[src/hw/sbpsc_pkg.sv]
// package: constants and types for the standby pin state control block
package sbpsc_pkg;
  // ==========================================================
  // power / cpu states
  typedef enum logic [2:0] {
    SBPSC_ST_POR = 3'h0,
    SBPSC_ST_RSTIN = 3'h1,
    SBPSC_ST_INTRST = 3'h3,
    SBPSC_ST_RUN = 3'h2,
    SBPSC_ST_STBY = 3'h6
  } sbpsc_state_type;

  // ==========================================================
  // per-pin function select encoding
  localparam logic [2:0] SBPSC_FN_GPIO = 3'h0;
  localparam logic [2:0] SBPSC_FN_TRACE = 3'h1;
  localparam logic [2:0] SBPSC_FN_EXTINT = 3'h2;
  localparam logic [2:0] SBPSC_FN_NMI = 3'h3;
  localparam logic [2:0] SBPSC_FN_JTAG = 3'h4;
  localparam logic [2:0] SBPSC_FN_PERIPH = 3'h5;
  localparam int SBPSC_FN_W = 3;

  // ==========================================================
  // standby pin level values and reset values
  localparam logic SBPSC_SPL_HOLD = 1'h0;
  localparam logic SBPSC_SPL_FLOAT = 1'h1;
  localparam logic SBPSC_HOLD_RST = 1'h0;
  localparam int SBPSC_NUM_PINS = 8;

  // internal reset length after the reset pin goes high
  localparam int SBPSC_INTRST_NS = 100;
  localparam int SBPSC_CLK_NS = 10;
  localparam int SBPSC_INTRST_CYC =
    (SBPSC_INTRST_NS + SBPSC_CLK_NS - 1) / SBPSC_CLK_NS;
  localparam int SBPSC_CNT_W = 8;
endpackage

[src/hw/sbpsc_pin_cell.sv]
// module: one general pin cell with drive/input gating and hold latch
`timescale 1ns/1ps
`default_nettype none
module sbpsc_pin_cell
  import sbpsc_pkg::*;
(
  // clock and reset
  input wire logic i_mclk,
  input wire logic i_srst,
  input wire logic i_ce,
  // state
  input wire logic i_por,
  input wire logic i_reset_like,
  input wire logic i_run,
  input wire logic i_stby,
  input wire logic i_spl,
  input wire logic [sbpsc_pkg::SBPSC_FN_W-1:0] i_fn,
  // core side
  input wire logic i_core_out,
  input wire logic i_core_oe,
  input wire logic i_trace_out,
  output logic o_core_in,
  // pad side
  input wire logic i_pad_in,
  output logic o_pad_out,
  output logic o_pad_oe
);
  logic held_out;
  logic held_oe;
  wire is_keep_fn = (i_fn == SBPSC_FN_EXTINT) || (i_fn == SBPSC_FN_NMI)
    || (i_fn == SBPSC_FN_JTAG);
  wire is_trace = (i_fn == SBPSC_FN_TRACE);
  wire is_port = (i_fn == SBPSC_FN_GPIO);
  wire float_now = i_stby && (i_spl == SBPSC_SPL_FLOAT)
    && !is_keep_fn && !is_trace;
  // a trace pin with the level bit at 0 holds like a running peripheral
  wire hold_now = i_stby && !float_now && !trace_now;
  wire trace_now = i_stby && is_trace && (i_spl == SBPSC_SPL_FLOAT);
  wire next_in_en = !i_por && !float_now;
  // ==========================================================
  // hold latch: capture last run-mode drive of a port
  always_ff @(posedge i_mclk) begin
    if (i_srst) begin
      held_out <= SBPSC_HOLD_RST;
      held_oe <= SBPSC_HOLD_RST;
    end else if (i_ce && i_run) begin
      held_out <= i_core_out;
      held_oe <= i_core_oe;
    end
  end
  // a port keeps its captured value; a running peripheral keeps driving
  wire hold_out = is_port ? held_out : i_core_out;
  wire hold_oe = is_port ? held_oe : i_core_oe;
  // ==========================================================
  // output drive
  always_comb begin
    o_pad_out = 1'b0;
    o_pad_oe = 1'b0;
    if (trace_now) begin
      o_pad_out = i_trace_out;
      o_pad_oe = 1'b1;
    end else if (hold_now) begin
      o_pad_out = hold_out;
      o_pad_oe = hold_oe;
    end else if (i_run) begin
      o_pad_out = i_core_out;
      o_pad_oe = i_core_oe;
    end else if (i_reset_like && is_keep_fn && (i_fn == SBPSC_FN_JTAG)) begin
      o_pad_oe = 1'b0;
    end
  end
  assign o_core_in = next_in_en ? i_pad_in : 1'b0;
endmodule // sbpsc_pin_cell
`default_nettype wire

[src/hw/sbpsc_top.sv]
// module: pin state control across power, reset, run and standby
// ==========================================================
// What this block does
// - the level bit keeps pin states at 0 and floats port pins at 1.
// - a pin whose input is disabled gives a constant low to the core.
// - a high-impedance pin has its output driver turned off.
// - a held pin keeps its prior state, following a running peripheral.
// - a port pin keeps driving its last output value while held.
// - the reset pin is active low and holds reset; high leads on to run.
// - interrupt pins keep their state in run and standby.
// - trace pins keep driving trace data in standby with the level bit 1.
// - oscillator output is high in power-on, reset and stop; input low.
// - the reset pin keeps its pull-up and input active in every state.
`timescale 1ns/1ps
`default_nettype none
module sbpsc_top
  import sbpsc_pkg::*;
#(
  parameter int NUM_PINS = sbpsc_pkg::SBPSC_NUM_PINS,
  parameter int INTRST_CYC = sbpsc_pkg::SBPSC_INTRST_CYC
) (
  // clock, reset, enable
  input wire logic i_mclk,
  input wire logic i_srst,
  input wire logic i_ce,
  // power and mode requests
  input wire logic i_power_stable,
  input wire logic i_stby_req,
  input wire logic i_wake,
  input wire logic i_osc_stop,
  input wire logic i_standby_pin_level_select,
  // reset pin
  input wire logic i_external_reset_low_input_n,
  output logic o_rst_pullup_en,
  output logic o_rst_in,
  // main oscillator output pin
  input wire logic i_osc_core_out,
  output logic o_osc_pad_out,
  output logic o_osc_pad_oe,
  output logic o_osc_core_in,
  // general pins
  input wire logic [NUM_PINS*sbpsc_pkg::SBPSC_FN_W-1:0] i_fn_sel,
  input wire logic [NUM_PINS-1:0] i_core_out,
  input wire logic [NUM_PINS-1:0] i_core_oe,
  input wire logic [NUM_PINS-1:0] i_trace_out,
  input wire logic [NUM_PINS-1:0] i_pad_in,
  output logic [NUM_PINS-1:0] o_core_in,
  output logic [NUM_PINS-1:0] o_pad_out,
  output logic [NUM_PINS-1:0] o_pad_oe,
  // status
  output logic [2:0] o_state,
  output logic o_int_reset
);
  import sbpsc_pkg::*;
  // ==========================================================
  // state decoding
  // the pin cells and the status outputs both need these, so they
  // live in one place and cannot drift apart
  function automatic logic sbpsc_in_reset(input sbpsc_state_type s);
    return (s == SBPSC_ST_RSTIN) || (s == SBPSC_ST_INTRST);
  endfunction
  function automatic logic sbpsc_in_live(input sbpsc_state_type s);
    return (s == SBPSC_ST_RUN) || (s == SBPSC_ST_STBY);
  endfunction
  // ==========================================================
  // state and internal reset counter
  sbpsc_state_type state;
  sbpsc_state_type next_seq_state;
  sbpsc_state_type next_state;
  logic [SBPSC_CNT_W-1:0] rst_cnt;
  logic [SBPSC_CNT_W-1:0] next_rst_cnt;
  logic rst_done;
  // the counter width is fixed; a longer internal reset needs a wider
  // counter, otherwise the last count is truncated and the internal reset ends early
  localparam logic [SBPSC_CNT_W-1:0] RST_LAST =
    SBPSC_CNT_W'(INTRST_CYC - 1);
  assign rst_done = (rst_cnt == RST_LAST);
  // ==========================================================
  // normal sequence, before the overriding conditions
  always_comb begin
    next_seq_state = state;
    case (state)
      SBPSC_ST_POR: begin
        // wait for the supply before looking at the reset pin
        if (i_power_stable) begin
          next_seq_state = SBPSC_ST_RSTIN;
        end
      end
      SBPSC_ST_RSTIN: begin
        // a high reset pin starts the internal reset
        if (i_external_reset_low_input_n) begin
          next_seq_state = SBPSC_ST_INTRST;
        end
      end
      SBPSC_ST_INTRST: begin
        // internal reset lasts INTRST_CYC enabled edges
        if (rst_done) begin
          next_seq_state = SBPSC_ST_RUN;
        end
      end
      SBPSC_ST_RUN: begin
        // standby requests are only honoured from run
        if (i_stby_req) begin
          next_seq_state = SBPSC_ST_STBY;
        end
      end
      SBPSC_ST_STBY: begin
        // wake is only looked at in standby
        if (i_wake) begin
          next_seq_state = SBPSC_ST_RUN;
        end
      end
      default: begin
        // an illegal code restarts from power-on
        next_seq_state = SBPSC_ST_POR;
      end
    endcase
  end
  // ==========================================================
  // overrides: power loss first, then a low reset pin, from any state
  // the pin wins over standby so a board can always recover the device
  always_comb begin
    if (!i_power_stable) begin
      next_state = SBPSC_ST_POR;
    end else if (!i_external_reset_low_input_n) begin
      next_state = SBPSC_ST_RSTIN;
    end else begin
      next_state = next_seq_state;
    end
  end
  // ==========================================================
  // internal reset counter: cleared in the reset-input state, counting
  // only in the internal reset state
  always_comb begin
    next_rst_cnt = rst_cnt;
    if (state == SBPSC_ST_RSTIN) begin
      next_rst_cnt = '0;
    end else if (state == SBPSC_ST_INTRST) begin
      next_rst_cnt = rst_cnt + SBPSC_CNT_W'(1);
    end
  end
  // ==========================================================
  // registers; a low clock enable freezes both, so a frozen
  // internal reset simply lasts longer
  always_ff @(posedge i_mclk) begin
    if (i_srst) begin
      state <= SBPSC_ST_POR;
    end else if (i_ce) begin
      state <= next_state;
    end
  end
  always_ff @(posedge i_mclk) begin
    if (i_srst) begin
      rst_cnt <= '0;
    end else if (i_ce) begin
      rst_cnt <= next_rst_cnt;
    end
  end
  // ==========================================================
  // decoded state for the pin cells
  logic st_por;
  logic st_run;
  logic st_stby;
  logic st_reset_like;
  assign st_por = (state == SBPSC_ST_POR);
  assign st_run = (state == SBPSC_ST_RUN);
  assign st_stby = (state == SBPSC_ST_STBY);
  assign st_reset_like = sbpsc_in_reset(state);
  // ==========================================================
  // status
  // internal reset is reported in every state where the core is held
  assign o_state = state;
  assign o_int_reset = !sbpsc_in_live(state);
  // ==========================================================
  // reset pin: always pulled up and readable, so the device can be
  // pulled out of any state, standby included
  assign o_rst_pullup_en = 1'b1;
  assign o_rst_in = i_external_reset_low_input_n;
  // ==========================================================
  // oscillator output pin
  // forced high whenever the crystal is not running, so the load
  // sees a defined level; its input path is never used
  logic osc_force_high;
  assign osc_force_high = st_por || st_reset_like || i_osc_stop;
  assign o_osc_pad_out = osc_force_high ? 1'b1 : i_osc_core_out;
  assign o_osc_pad_oe = 1'b1;
  assign o_osc_core_in = 1'b0;
  // ==========================================================
  // general pins: one cell per pin, each with its own function field
  // the level bit is shared; per-pin standby levels are not offered
  genvar g;
  generate
    for (g = 0; g < NUM_PINS; g++) begin : g_pin
      logic [SBPSC_FN_W-1:0] pin_fn;
      assign pin_fn = i_fn_sel[g*SBPSC_FN_W +: SBPSC_FN_W];
      sbpsc_pin_cell u_cell (
        // clock and enable
        .i_mclk(i_mclk),
        .i_srst(i_srst),
        .i_ce(i_ce),
        // decoded state
        .i_por(st_por),
        .i_reset_like(st_reset_like),
        .i_run(st_run),
        .i_stby(st_stby),
        // level bit and function
        .i_spl(i_standby_pin_level_select),
        .i_fn(pin_fn),
        // core and pad side
        .i_core_out(i_core_out[g]),
        .i_core_oe(i_core_oe[g]),
        .i_trace_out(i_trace_out[g]),
        .o_core_in(o_core_in[g]),
        .i_pad_in(i_pad_in[g]),
        .o_pad_out(o_pad_out[g]),
        .o_pad_oe(o_pad_oe[g])
      );
    end
  endgenerate
endmodule // sbpsc_top
`default_nettype wire

[config.mk]
export PLATFORM = sky130hd
export DESIGN_NAME = sbpsc_top
export DESIGN_NICKNAME = d
export VERILOG_FILES = /design/src/hw/sbpsc_pkg.sv /design/src/hw/sbpsc_pin_cell.sv /design/src/hw/sbpsc_top.sv
export SDC_FILE = /design/constraint.sdc
export NUM_CORES = 1
export LEC_CHECK = 0
export ABC_AREA = 1
export BUFFER_PORTS_ARGS = -buffer_cell sky130_fd_sc_hd__buf_2
export CAP_MARGIN = 30
export CORE_MARGIN = 3
export CORE_UTILIZATION = 40
export CTS_CLUSTER_SIZE = 16
export DETAILED_ROUTE_END_ITERATION = 8
export HOLD_SLACK_MARGIN = 0.02
export PLACE_DENSITY = 0.69
export SETUP_SLACK_MARGIN = 0.15
export SYNTH_ARGS = -nofsm -noshare
export SYNTH_HDL_FRONTEND = slang
export SYNTH_HIERARCHICAL = 1
export SYNTH_SLANG_ARGS = --single-unit
[constraint.sdc]
create_clock -name i_mclk -period 3.9 [get_ports i_mclk]
set_clock_uncertainty 0.15 [all_clocks]
set_input_delay 0.39 -clock i_mclk [delete_from_list [all_inputs] [get_ports i_mclk]]
set_output_delay 0.39 -clock i_mclk [all_outputs]
set_load 0.01 [all_outputs]
* After elaboration in Yosys (flattened, before gate mapping)
Cells that the tools add are included.
Widths: inputs -> output; s select.
** Storage, ports and cells
- Input port bits :: 66
- Output and inout bits :: 33
- Flip-flop bits (word level) :: 27
** Operators by class
- Eq/ne operators :: 40
- Reduce and logical (&&, ||, !) cells :: 124
- Add/subtract/negate cells :: 1
- Muxes and demuxes :: 81
** Operators with widths (count)
- $mux 1 :: 73
- $logic_and 1x1->1 :: 58
- $eq 3x2->1 const B :: 18
- $logic_not 1->1 :: 34
- $eq 3x1->1 const B :: 9
- $eq 3x3->1 const B :: 9
- $logic_not 3->1 :: 9
- $logic_or 1x1->1 :: 20
- $mux 8 :: 2
- $mux 3 :: 5
- $pmux 3 s5 :: 1
- $ne 4x4->1 const B :: 3
- $add 8x1->8 const B :: 1
- $eq 8x4->1 const B :: 1
- $reduce_and 4->1 :: 1
- $reduce_and 2->1 :: 1
- $reduce_bool 2->1 :: 1

* Logic depth before layout (Yosys ltp)
- Depth after elaboration :: 11
- Mapped depth :: 10
- Gate-level depth less buffers :: 10

* By module
Netlist, hierarchy kept.
** Modules (own cells, without submodules)
- sbpsc_pin_cell :: seq. area each 40.0 um2, instances 8, area each 230.2 um2, cells each 45
- sbpsc_top :: seq. area each 220.2 um2, instances 1, area each 818.3 um2, cells each 128

* Worst setup path before layout
OpenSTA, ideal clock, no wires.
- Path kind :: reg2out
- Start :: register state[2], in the netlist o_state[2]
- End :: output port o_pad_oe[0]
- Stages on the path, launching flop included :: 9
- Slack :: 1.817 ns
- Arrival time :: 1.543 ns
- Path buffers :: 0
- Cell sequence :: dfxtp_1 -> inv_2 -> nor2_4 -> nand3_1 -> nor2_2 -> nor2_2 -> nand2_2 -> nand3_1 -> nand3_1
** On the way
- Word-level cells in the longest chain between the ends :: 9
- Elaborated cells on any way between the ends :: 14
- Classes of those cells :: 2 x eq/ne; 3 x mux; 9 x reduce/logical
** Ends and longest elaborated chain
- from (decl) :: line sbpsc_top.sv:67 : sbpsc_state_type state;
- from (signal assigned) :: line sbpsc_top.sv:149 : state <= next_state;
- $eq 3x3->1 (*) :: line sbpsc_top.sv:167 : assign st_stby = (state == SBPSC_ST_STBY);
- named net st_stby :: line sbpsc_top.sv:163 : logic st_stby;
- $logic_and 1x1->1 :: line sbpsc_pin_cell.sv:34 : wire float_now = i_stby && (i_spl == SBPSC_SPL_FLOAT)
- $logic_and 1x1->1 (2 in a row) :: line sbpsc_pin_cell.sv:35 : && !is_keep_fn && !is_trace;
- $logic_not 1->1 :: line sbpsc_pin_cell.sv:37 : wire hold_now = i_stby && !float_now && !trace_now;
- $logic_and 1x1->1 (2 in a row) :: line sbpsc_pin_cell.sv:37
- $mux 1 :: line sbpsc_pin_cell.sv:62 : end else if (hold_now) begin
- $mux 1 (*) :: line sbpsc_pin_cell.sv:59 : if (trace_now) begin
- to (decl) :: line sbpsc_top.sv:49 : output logic [NUM_PINS-1:0] o_pad_oe,
The timed path passes the listed nets; every way through them passes the cells marked *.

* Worst setup path after layout
- Start :: register state[2], in the netlist o_state[2]
- End :: output port o_pad_out[6]
** On the way
- Word-level cells in the longest chain between the ends :: 9
- Elaborated cells on any way between the ends :: 14
- Classes of those cells :: 2 x eq/ne; 3 x mux; 9 x reduce/logical
** Ends and longest elaborated chain
- $eq 3x3->1 (*) :: line sbpsc_top.sv:167
- named net st_stby :: line sbpsc_top.sv:163
- $logic_and 1x1->1 :: line sbpsc_pin_cell.sv:34
- $logic_and 1x1->1 (2 in a row) :: line sbpsc_pin_cell.sv:35
- $logic_not 1->1 :: line sbpsc_pin_cell.sv:37
- $logic_and 1x1->1 (2 in a row) :: line sbpsc_pin_cell.sv:37
- $mux 1 :: line sbpsc_pin_cell.sv:62
- $mux 1 (*) :: line sbpsc_pin_cell.sv:59
- to (decl) :: line sbpsc_top.sv:48 : output logic [NUM_PINS-1:0] o_pad_out,
Marked as above.

==> impl_metrics.json <==
{
  "outcome": "finished, final reports clean",
  "leakage_nw": 1.818,
  "drcViolationCount": 0,
  "worstPathRequired_ps": 3360,
  "crit_chain": "inv_2, nor2_4, nand3_1, nor2_2, nor2_2, nand2_2, nand2_1, nand3_1, nand2_1, buf_2",
  "coreArea_sq_mm": 0.006386,
  "final_common_cell": "nand2_1",
  "power_w": 0.0006342,
  "area_growth_pct": 22.25,
  "detail_route.wl_per_cell_um": 10.56,
  "cts_sinks": 27,
  "synthesis.area_sq_mm": 0.002660,
  "post_cts_buffers": 0,
  "place_area_sq_mm": 0.003206,
  "fin_area_sq_mm": 0.003252,
  "tns_ps": 0,
  "start_util_pct": 41.65,
  "syn-instance-count": 488,
  "drtAntennaViolNets": 0,
  "numCtsBuffers": 3,
  "power.density_mw_per_mm2": 195.0,
  "critPathLaunchType": "register",
  "yosysSeqAreaShare_pct": 20.32,
  "synth-seq-cells": 27,
  "hp-class": "in2reg",
  "grtUsageTotal_pct": 18.76,
  "ctsResizeCount": 0,
  "io_pins": 99,
  "setup_slack_ps": 1153,
  "crit_end": "o_pad_out[6]",
  "final_cell_mix": "nand2_1, buf_2, inv_1",
  "synth_cell_type_count": 23,
  "dp_slack_ps": 1432,
  "grt_pass1_vias": 2937,
  "fillers": 679,
  "cap_violations": 0,
  "drtPass1Iterations": 4,
  "r2r_end": "o_state[0]$_SDFFE_PP0P_",
  "rr_worst_depth": 7,
  "rsz0062_at_grt": "no",
  "setup_viol_count_final": 0,
  "cts-root-buf": "clkbuf_8",
  "dieArea_sq_mm": 0.007665,
  "clk_pin_slew_ps": 90,
  "synth_warnings": 6,
  "h-tree-depth": 1,
  "insertedDiodeCount": 0,
  "cts_tree": "built",
  "fmax_mhz": 364.1,
  "synth.mux.area_fraction_pct": 0,
  "viasPerCell": 4.755,
  "drv_slew": 0,
  "antenna_found_initial": 0,
  "syn_avg_cell_area_sq_um": 5.451,
  "num_vias": 3143,
  "synth_compound_area_share_pct": 7.056,
  "reg2reg_slack_ps": 2080,
  "nNetsFinal": 653,
  "critical_path.startpoint": "o_state[2]$_SDFFE_PP0P_",
  "path_class": "reg2out",
  "grt_pass1_wl_mm": 12.06,
  "cp_slowest_cell": "dfxtp_1",
  "hold_viol_final": 0,
  "drt_iter0_drc": 120,
  "tightest_slew_ps": 618.6,
  "r2r_start": "o_state[2]$_SDFFE_PP0P_",
  "io_buffers": 95,
  "dp_hpwl_mm": 5.579,
  "grt_start_max_net_pins": 27,
  "hold_buffers": 0,
  "max_slew_margin_pct": 58.66,
  "fin_crit_sh_pct": 70.43,
  "cts_buffer_depth": 2,
  "die_x_um": 87.55,
  "routed_wirelength_mm": 6.977,
  "worstPathArrival_ps": 2210,
  "grt.overflow.total": 0,
  "layout-drive-gt1-share_pct": 27.57,
  "fin_crit_ps": 2747,
  "std_cell_rows": 29,
  "synth_simple_gate_area_share_pct": 58.14,
  "synth_fa_ha_area_share_pct": 0.9407,
  "synthXorXnorAreaFrac_pct": 0,
  "max_stage_delay_ps": 540,
  "holdWs_ps": 231.0,
  "vdd_drop_max_mv": 0.2391,
  "clk_latency_ps": 270,
  "critPathMaxFanout": 26,
  "synth_top_family_by_area": "simple AND/OR/NAND/NOR gates",
  "critPathCaptureType": "output port",
  "die_h_um": 87.55,
  "finalWeightedCongestion": 0.8483
}
[state kept, by name, summed over array words and instances (netlist names)]
signal	count
o_state	3
rst_cnt	8
g_pin.u_cell/held_oe	8
g_pin.u_cell/held_out	8
[metrics by stage]
step / util (%) / std cells
6_report: 50.92 / 661
5_1_grt: 50.92 / 661
4_1_cts: 50.92 / 661
3_5_place_dp: 50.20 / 657
3_3_place_gp: 50.20 / 657
2_1_floorplan: - / 489
[worst max-delay path, delay by kind of cell (launching register included)]
family        cells  cell delay [ps]
buf+inv           2              210
flops             1              540
simple gates      8             1190
[final cells by class]
type                    count  area (sq um)  share of cell area (%)
flip-flops and latches     27         540.5                   16.62
multi-input cells         373          1770                   54.44
well taps                  77         96.34                   2.963
clock inverters             1         5.005                  0.1539
repair buffers             96         483.0                   14.85
inverters                  84         315.3                   9.696
clock buffers               3         41.29                   1.270
[kinds of logic after synthesis]
group	count (synthesis)
other cells	2
compound gates	36
fa+ha+maj	2
flops	27
simple gates	332
buf+inv	89
[report_power, final]
part | internal, W | switching [W] | leakage [nW]
registers | 0.000282 | 0.00000633 | 0.219
logic | 0.0000712 | 0.000116 | 1.57
clock network | 0.0000716 | 0.0000874 | 0.0255
total | 0.000424 | 0.000210 | 1.82
[how the worst min path moves through the flow]
| stage | slack [ps] | depth (start not counted) | end | from |
|---|---|---|---|---|
| 3_3_place_gp | 310 | 2 | g_pin[2].u_cell/held_out$_SDFFE_PP0P_ | g_pin[2].u_cell/held_out$_SDFFE_PP0P_ |
| 5_1_grt | 240 | 3 | g_pin[6].u_cell/held_oe$_SDFFE_PP0P_ | i_core_oe[6] |
| 2_1_floorplan | 290 | 2 | g_pin[0].u_cell/held_oe$_SDFFE_PP0P_ | g_pin[0].u_cell/held_oe$_SDFFE_PP0P_ |
| 6_report | 230 | 3 | g_pin[6].u_cell/held_oe$_SDFFE_PP0P_ | i_core_oe[6] |
| 3_5_place_dp | 310 | 2 | g_pin[2].u_cell/held_oe$_SDFFE_PP0P_ | g_pin[2].u_cell/held_oe$_SDFFE_PP0P_ |
| 4_1_cts | 230 | 3 | g_pin[6].u_cell/held_out$_SDFFE_PP0P_ | i_core_out[6] |
[cells in the mapped netlist]
| library cell | count | area share (%) |
|---|---|---|
| nand4_1 | 4 | 0.94 |
| o21ai_2 | 1 | 0.33 |
| nor3_1 | 4 | 0.75 |
| a2bb2oi_1 | 1 | 0.33 |
| nor3b_1 | 2 | 0.56 |
| a21oi_1 | 20 | 3.8 |
| nand2_1 | 164 | 23 |
| nand2_4 | 2 | 0.85 |
| buf_4 | 5 | 1.4 |
| nand3_1 | 73 | 14 |
| o21ai_0 | 12 | 2.3 |
| inv_2 | 2 | 0.28 |
| inv_1 | 82 | 12 |
| nor3_4 | 1 | 0.61 |
| nor2_4 | 3 | 1.3 |
| conb_1 | 2 | 0.28 |
| o21ai_1 | 2 | 0.38 |
| nor2_2 | 25 | 5.9 |
| ha_1 | 2 | 0.94 |
| nor3b_2 | 1 | 0.47 |
| nand2_2 | 26 | 6.1 |
| dfxtp_1 | 27 | 20 |
| nor2_1 | 27 | 3.8 |
[per-layer routing]
metal | track usage (%) | part of all wire [%] | vias to the layer above | wire length [um]
met5 | 0 | 0 | - | 0
met3 | 2.634 | 5.7 | 6 | 395
met4 | 2.789 | 0.70 | 0 | 49
li1 | - | - | 1697 | -
met2 | 33.29 | 46 | 78 | 3194
met1 | 24.63 | 48 | 1362 | 3337
No activity file was read; power rests on OpenSTA's default activity.
